<file path="src/port_irq_pkg.sv">
// Package with register map, field positions, reset values and carrier types of the port interrupt control block.
package port_irq_pkg;

  // ==========================================================================
  // Register offsets on the plain register port
  // ==========================================================================
  localparam logic [7:0] PEND_ADDR = 8'h8B;
  localparam logic [7:0] CTRL_ADDR = 8'h8C;
  localparam logic [7:0] STAT_ADDR = 8'h90;
  localparam logic [7:0] MASK_ADDR = 8'h91;

  // ==========================================================================
  // Widths and field positions
  // ==========================================================================
  localparam int P2_PINS = 5;
  localparam int PORT_PINS = 8;
  localparam int EVT_W = 4;
  localparam int SPARE_BIT = 6;
  localparam int P2_ALLOW_BIT = 5;
  localparam int P0_HIGH_BIT = 4;
  localparam int P0_LOW_BIT = 3;
  localparam int P2_EDGE_BIT = 2;
  localparam int P1_EDGE_BIT = 1;
  localparam int P0_EDGE_BIT = 0;
  localparam int EV_P2 = 0;
  localparam int EV_P0_LOW = 1;
  localparam int EV_P0_HIGH = 2;
  localparam int EV_P1 = 3;

  // ==========================================================================
  // Reset values
  // ==========================================================================
  localparam logic [4:0] PEND_RESET = 5'h00;
  localparam logic [6:0] CTRL_RESET = 7'h00;
  localparam logic [3:0] STAT_RESET = 4'h0;
  localparam logic [3:0] MASK_RESET = 4'h0;
  localparam logic [7:0] PORT_RESET = 8'h00;
  localparam logic [7:0] RDATA_RESET = 8'h00;

  // ==========================================================================
  // Carrier types
  // ==========================================================================
  typedef struct packed {
    logic [7:0] addr;
    logic [7:0] wdata;
    logic wr;
    logic rd;
  } bus_req_type;

  typedef struct packed {
    logic [7:0] p0_prev;
    logic [7:0] p1_prev;
    logic [4:0] p2_prev;
    logic [7:0] p0_evt;
    logic [7:0] p1_evt;
    logic [4:0] pend;
    logic [6:0] ctrl;
    logic [3:0] status;
    logic [3:0] mask;
    logic [7:0] rdata;
  } state_type;

endpackage : port_irq_pkg

</file>
<file path="src/port_pin_interrupt_control.sv">
// Edge-triggered interrupt control for the general-purpose input ports.
//
// The plain strobed port is this design's own decision.
`timescale 1ns/100ps
// Behaviour
// - Five pending flags, one per port 2 input, sit in bits 4:0 and are all cleared by reset.
// - Control bit 5 lets or stops interrupt requests from all five port 2 inputs together.
// - Control bit 4 lets or stops interrupt requests from port 0 pins 7 to 4.
// - Control bit 3 lets or stops interrupt requests from port 0 pins 3 to 0.
// - Control bit 2 picks the rising edge (0) or the falling edge (1) for every port 2 input.
// - Control bit 1 picks the rising edge (0) or the falling edge (1) for all port 1 inputs.
// - Control bit 0 picks the rising edge (0) or the falling edge (1) for all port 0 inputs.
module port_pin_interrupt_control
  import port_irq_pkg::*;
(
  input wire logic CORE_CLK,
  input wire logic RESETN,
  input wire bus_req_type BUS_REQ,
  output logic [7:0] RDATA,
  input wire logic [7:0] PORT0_IN,
  input wire logic [7:0] PORT1_IN,
  input wire logic [4:0] PORT2_IN,
  output logic [7:0] PORT0_EDGE,
  output logic [7:0] PORT1_EDGE,
  output logic PORT0_LOW_ALLOW,
  output logic PORT0_HIGH_ALLOW,
  output logic PORT2_IRQ,
  output logic IRQ
);

  // ==========================================================================
  // State
  // ==========================================================================
  state_type state_q;
  state_type state_d;
  logic [7:0] p0_edge;
  logic [7:0] p1_edge;
  logic [4:0] p2_edge;
  logic [3:0] events;
  logic wr_pend;
  logic wr_ctrl;
  logic wr_mask;
  logic rd_stat;

  // ==========================================================================
  // Next state
  // ==========================================================================
  always_comb begin
    state_d = state_q;
    wr_pend = BUS_REQ.wr && (BUS_REQ.addr == PEND_ADDR);
    wr_ctrl = BUS_REQ.wr && (BUS_REQ.addr == CTRL_ADDR);
    wr_mask = BUS_REQ.wr && (BUS_REQ.addr == MASK_ADDR);
    rd_stat = BUS_REQ.rd && (BUS_REQ.addr == STAT_ADDR);
    // Inputs are synchronous, so the previous sample is the only history needed.
    // A pin that is high when reset lifts is seen as a rising edge in the first cycle.
    if (state_q.ctrl[P0_EDGE_BIT]) begin
      p0_edge = state_q.p0_prev & ~PORT0_IN;
    end else begin
      p0_edge = ~state_q.p0_prev & PORT0_IN;
    end
    if (state_q.ctrl[P1_EDGE_BIT]) begin
      p1_edge = state_q.p1_prev & ~PORT1_IN;
    end else begin
      p1_edge = ~state_q.p1_prev & PORT1_IN;
    end
    if (state_q.ctrl[P2_EDGE_BIT]) begin
      p2_edge = state_q.p2_prev & ~PORT2_IN;
    end else begin
      p2_edge = ~state_q.p2_prev & PORT2_IN;
    end
    events = STAT_RESET;
    events[EV_P2] = (|p2_edge) && state_q.ctrl[P2_ALLOW_BIT];
    events[EV_P0_LOW] = (|p0_edge[3:0]) && state_q.ctrl[P0_LOW_BIT];
    events[EV_P0_HIGH] = (|p0_edge[7:4]) && state_q.ctrl[P0_HIGH_BIT];
    events[EV_P1] = |p1_edge;
    state_d.p0_prev = PORT0_IN;
    state_d.p1_prev = PORT1_IN;
    state_d.p2_prev = PORT2_IN;
    state_d.p0_evt = p0_edge;
    state_d.p1_evt = p1_edge;
    // A new edge wins over a clearing write in the same cycle.
    if (wr_pend) begin
      state_d.pend = state_q.pend & BUS_REQ.wdata[4:0];
    end
    state_d.pend = state_d.pend | p2_edge;
    if (wr_ctrl) begin
      state_d.ctrl = BUS_REQ.wdata[6:0];
    end
    if (wr_mask) begin
      state_d.mask = BUS_REQ.wdata[3:0];
    end
    if (rd_stat) begin
      state_d.status = STAT_RESET;
    end
    state_d.status = state_d.status | events;
    state_d.rdata = RDATA_RESET;
    if (BUS_REQ.rd) begin
      case (BUS_REQ.addr)
        PEND_ADDR: state_d.rdata = {3'h0, state_q.pend};
        CTRL_ADDR: state_d.rdata = {1'h0, state_q.ctrl};
        STAT_ADDR: state_d.rdata = {4'h0, state_q.status};
        MASK_ADDR: state_d.rdata = {4'h0, state_q.mask};
        default: state_d.rdata = RDATA_RESET;
      endcase
    end
  end

  // ==========================================================================
  // Registers
  // ==========================================================================
  always_ff @(posedge CORE_CLK or negedge RESETN) begin
    if (!RESETN) begin
      state_q.p0_prev <= PORT_RESET;
      state_q.p1_prev <= PORT_RESET;
      state_q.p2_prev <= PEND_RESET;
      state_q.p0_evt <= PORT_RESET;
      state_q.p1_evt <= PORT_RESET;
      state_q.pend <= PEND_RESET;
      state_q.ctrl <= CTRL_RESET;
      state_q.status <= STAT_RESET;
      state_q.mask <= MASK_RESET;
      state_q.rdata <= RDATA_RESET;
    end else begin
      state_q <= state_d;
    end
  end

  // ==========================================================================
  // Outputs
  // ==========================================================================
  // Port 0 and port 1 flags live in a neighbouring block, so their edges leave as pulses.
  assign RDATA = state_q.rdata;
  assign PORT0_EDGE = state_q.p0_evt;
  assign PORT1_EDGE = state_q.p1_evt;
  assign PORT0_LOW_ALLOW = state_q.ctrl[P0_LOW_BIT];
  assign PORT0_HIGH_ALLOW = state_q.ctrl[P0_HIGH_BIT];
  assign PORT2_IRQ = state_q.ctrl[P2_ALLOW_BIT] && (|state_q.pend);
  assign IRQ = |(state_q.status & state_q.mask);
endmodule : port_pin_interrupt_control

</file>
<file path="config.mk">
export PLATFORM = sky130hd
export DESIGN_NAME = port_pin_interrupt_control
export DESIGN_NICKNAME = d
export VERILOG_FILES = /design/src/port_irq_pkg.sv /design/src/port_pin_interrupt_control.sv
export SDC_FILE = /design/constraint.sdc
export NUM_CORES = 1
export LEC_CHECK = 0
export ABC_AREA = 1
export BUFFER_PORTS_ARGS = -buffer_cell sky130_fd_sc_hd__buf_2
export CAP_MARGIN = 10
export CORE_MARGIN = 2
export CORE_UTILIZATION = 39
export DETAILED_ROUTE_END_ITERATION = 12
export HOLD_SLACK_MARGIN = 0.02
export PLACE_DENSITY = 0.58
export SYNTH_ARGS = -nofsm -noshare
export SYNTH_HDL_FRONTEND = slang
export SYNTH_SLANG_ARGS = --single-unit
</file>
<file path="constraint.sdc">
create_clock -name CORE_CLK -period 1.8 [get_ports CORE_CLK]
set_input_delay 0.09 -clock CORE_CLK [delete_from_list [all_inputs] [get_ports CORE_CLK]]
set_output_delay 0.09 -clock CORE_CLK [all_outputs]
set_load 0.03 [all_outputs]
</file>
Yosys cells after proc, flatten, opt, wreduce, memory -nomap -nowiden

Cells that the tools add are included.

Latch bits: 0
Memory bits (writable): 0
Output and inout port bits: 28
Memory bits (read-only): 0
Memories: 0
Bits in registers: 65

Divide/modulo/power cells: 0
Magnitude comparators: 0
Multiply operators: 0
Bitwise operators: 16
Shifts and indexed selects: 0
Reductions and logical operators: 14
Muxes and demuxes: 7
Eq/ne operators: 4
Add/subtract/negate cells: 0

Operators with widths:

| kind                                        | number |
|---|---|
| bitwise AND 8 bit                           | 4 |
| equality test 8 bit (second input constant) | 4 |
| NOT 8 bit                                   | 4 |
| case mux 7 bit (4 select lines)             | 1 |
| 2-to-1 mux 8 bit                            | 2 |
| bitwise AND 5 bit                           | 3 |
| OR reduction 4 bit                          | 3 |
| 2-to-1 mux 5 bit                            | 2 |
| NOT 5 bit                                   | 2 |
| OR reduction 5 bit                          | 2 |
| logical AND 1 bit                           | 8 |
| OR reduction 8 bit                          | 1 |
| 2-to-1 mux 7 bit                            | 1 |
| bitwise OR 5 bit                            | 1 |
| bitwise AND 4 bit                           | 1 |
| 2-to-1 mux 4 bit                            | 1 |
| bitwise OR 4 bit                            | 1 |

Longest topological paths before layout

Word-level depth: 6
Gate-level depth with buffers: 9
Gate-level depth less buffers: 9

Worst setup path before layout

No wires, ideal clock.

Path kind: register to register
Start: reg state_q[17] in the netlist's numbering
End: reg state_q[15] in the netlist's numbering
Cell stages (with the launch flop): 7
Setup time: 0.125 ns
Path slack: 0.724 ns
Arrival: 0.950 ns
Period minus slack after synthesis: 1.076 ns
Cells stage by stage: dfrtp_1 > inv_2 > buf_6 > o21ai_0 > nand2_1 > nor2_1 > nand3_1

RTL lines:

| element                | line                              | RTL |
|---|---|---|
| from (decl)            | port_pin_interrupt_control.sv:34  | `state_type state_q;` |
| from (signal assigned) | port_pin_interrupt_control.sv:124 | `state_q <= state_d;` |

Final worst setup path

Start: reg state_q[27] in the netlist's numbering
End: out PORT2_IRQ

Cells in the longest elaborated chain, start to end: 2

RTL lines:

| element            | line                              | RTL |
|---|---|---|
| OR reduction 5 bit | port_pin_interrupt_control.sv:137 | `assign PORT2_IRQ = state_q.ctrl[P2_ALLOW_BIT] && (\|state_q.pend);` |
| logical AND 1 bit  | port_pin_interrupt_control.sv:137 |  |
| to (decl)          | port_pin_interrupt_control.sv:27  | `output logic PORT2_IRQ,` |

No other way between the ends.

==> results.yml <==
setup_path:
  arrival_ns: 1.33
  end_kind: "primary output"
  path_max_fanout: 3
  worstSetupStartpointType: "register"
  worstPathCellList: "nor2_1 -> nand2_1 -> o21ai_0 -> inv_1 -> buf_2"
  worstSetupStartpoint: "state_q[27]"
  cp.required_ns: 1.71
  critPathKind: "reg -> out"
  reg2reg_to: "state_q[14]"
  endpoint: "PORT2_IRQ"
  reg2reg_depth: 7
  reg2reg_slack_ns: 0.52
  max_stage_delay_ns: 0.41
  crit-reg2reg-launch: "state_q[16]"
  cp_slowest_cell: "dfrtp_1"
grt:
  antenna_found_initial: 0
  grtUsageTotal_pct: 15.6
  grt_overflow_total: 0
  grt_max_degree: 30
  grt_pass1_vias: 2294
  grt_pass1_wl_um: 10300
clocking:
  cts_max_level: 3
  cts_buffers: 9
  cts_tree: "done"
  cts_sinks: 64
  ctsLongestPathBuffers: 2
  clk_latency_ns: 0.33
  cts_setup_buffers: 0
  clk_pin_slew_ns: 0.07
  root_buffer: "clkbuf_8"
synthesis:
  yosysWarnings: 0
  postSynthCellCount: 373
  synth_top_cell_by_area: "dfrtp_1"
  synth_fp_nets: 414
  synth_cell_types: 24
  synth_seq_cells: 64
  synth.avg_cell_area_um2: 8.13
  synth_area_leaders: "dfrtp_1 (53%), nand2_1 (14%), inv_1 (6.2%)"
  yosysSeqAreaShare_pct: 52.8
  syn_area_um2: 3030
  synth_top_area_share_pct: 52.8
floorplan:
  die_w_um: 92.2
  die_area_um2: 8500
  coreArea_um2: 7650
  die_h_um: 92.2
  initial_core_util_pct: 39.7
  rows: 32
  ios: 69
sta:
  tightest_slew_ns: 0.573
  clock.fmax_mhz: 702
  finalMaxSlewViolations: 0
  setup_tns_ns: 0
  worst_clock_skew_ns: 0.00511
  finalWorstSetupSlack_ns: 0.375
  finalCritPeriodShare_pct: 79.1
  maxSlewHeadroom_pct: 61.8
  setup_viol: 0
  final-hold-violation-count: 0
  timing.final.crit_period_ns: 1.42
  rsz0062_at_grt: "no"
place:
  place_ws_ns: 0.512
  routabilityCongestion: 0.820
  placedInstanceArea_um2: 3310
  numPortBuffers: 66
  hpwl_um: 4530
routing:
  drt-initial-drc-count: 86
  vias_per_cell: 4.29
  vias: 2393
  drt_wl_total_um: 6060
  antenna_left: 0
  wl_per_cell_um: 10.9
  dr.pass1.iters: 4
  drc: 0
layout:
  drive_gt1_share_pct: 21.5
  area_delta_synth_final_pct: 24.9
  final_common_cell: "nand2_1"
  fillers: 769
  nets: 493
  final_cell_mix: "nand2_1 (115), buf_2 (66), dfrtp_1 (64)"
  design_area_um2: 3790
  final_util_pct: 49.5
  diodes: 0
job:
  maxCapViolations: 0
power:
  vdd_drop_max_v: 0.000526
  p_leak_nw: 2.16
  power.density_nw_per_um2: 866
  total_power_mw: 3.28
outcome:
  status: "finished, final reports clean"
worst_hold_path:
  hp-class: "in -> reg"
layer usage:
metal	vias to the layer above	wire (um)	global-route usage [%]	part of all wire, %
li1	1266	-	-	-
met1	1066	2870	20.3	47
met2	53	2830	25.1	47
met3	8	240	3.12	4.0
met4	0	120	7.46	2.0
met5	-	0	0	0
worst max-delay path: cells and delay by family (launching register included):
family,cells,cell delay (ns)
flip-flops,1,0.41
AO/OA/AOI/OAI,1,0.20
buffers and inverters,2,0.23
AND/OR/NAND/NOR,2,0.16
what timing repair did:
action | CTS | global route
resized for setup | 0 | 0
endpoints found under the hold margin | 51 | 0
hold buffers | 28 | 0
state kept, by name (all words and copies together) (netlist names):
register and count:
state_q 39, PORT0_EDGE 8, PORT1_EDGE 8, RDATA 7, PORT0_HIGH_ALLOW 1, PORT0_LOW_ALLOW 1
cell usage after synthesis:
cell,count
nand2_1,115
dfrtp_1,64
inv_1,50
nor2_1,36
nand3_1,28
o21ai_0,25
buf_4,24
nand2_2,6
nand3b_1,4
inv_2,3
nor2_4,3
buf_2,2
buf_6,2
conb_1,1
inv_4,1
nand2_4,1
nand3_2,1
nand4_1,1
nor2_2,1
nor3_1,1
nor3b_1,1
nor3b_4,1
o21ai_1,1
o21bai_1,1
cell families (layout without fill, tap and decap cells):
family / after synthesis / in the layout / share of synthesized area (%)
simple gates: 199 / 199 / 28.8
other cells: 1 / 1 / 0.124
compound gates: 27 / 27 / 4.54
buf+inv: 82 / 165 / 13.8
flops: 64 / 64 / 52.8
how the worst min path moves through the flow:
| stage | from | to | slack (ns) | cells after the start |
|---|---|---|---|---|
| floorplan | RESETN | PORT0_EDGE[0] | -0.21 | 0 |
| global placement | RESETN | state_q[53] | 0.12 | 1 |
| detailed placement | RESETN | PORT1_EDGE[4] | 0.13 | 1 |
| global route | BUS_REQ[0] | RDATA[1] | 0.04 | 3 |
| CTS | BUS_REQ[0] | RDATA[4] | 0.02 | 3 |
| finish | BUS_REQ[2] | state_q[8] | 0.04 | 3 |
area by class of cell:
cell class	count	area, um2	share of cell area (%)
clock buffers	11	131	3.47
clock inverters	4	70.1	1.85
inverters	54	205	5.42
multi-input cells	227	1010	26.8
flip-flops and latches	64	1600	42.3
well taps	102	128	3.37
repair buffers	96	638	16.8
metrics by stage:
step                      cells  hold slack (ns)
final                       558           0.0408
after global routing        558           0.0449
after CTS                   558           0.0237
after detailed placement    515            0.126
after global placement      515            0.120
after floorplan             373           -0.206
power by group:
part           total [mW]  internal (mW)  switching, mW
clock                1.29          0.769          0.519
sequential           1.58           1.52         0.0540
combinational       0.418          0.163          0.255
(Power assumes the default switching activity.)
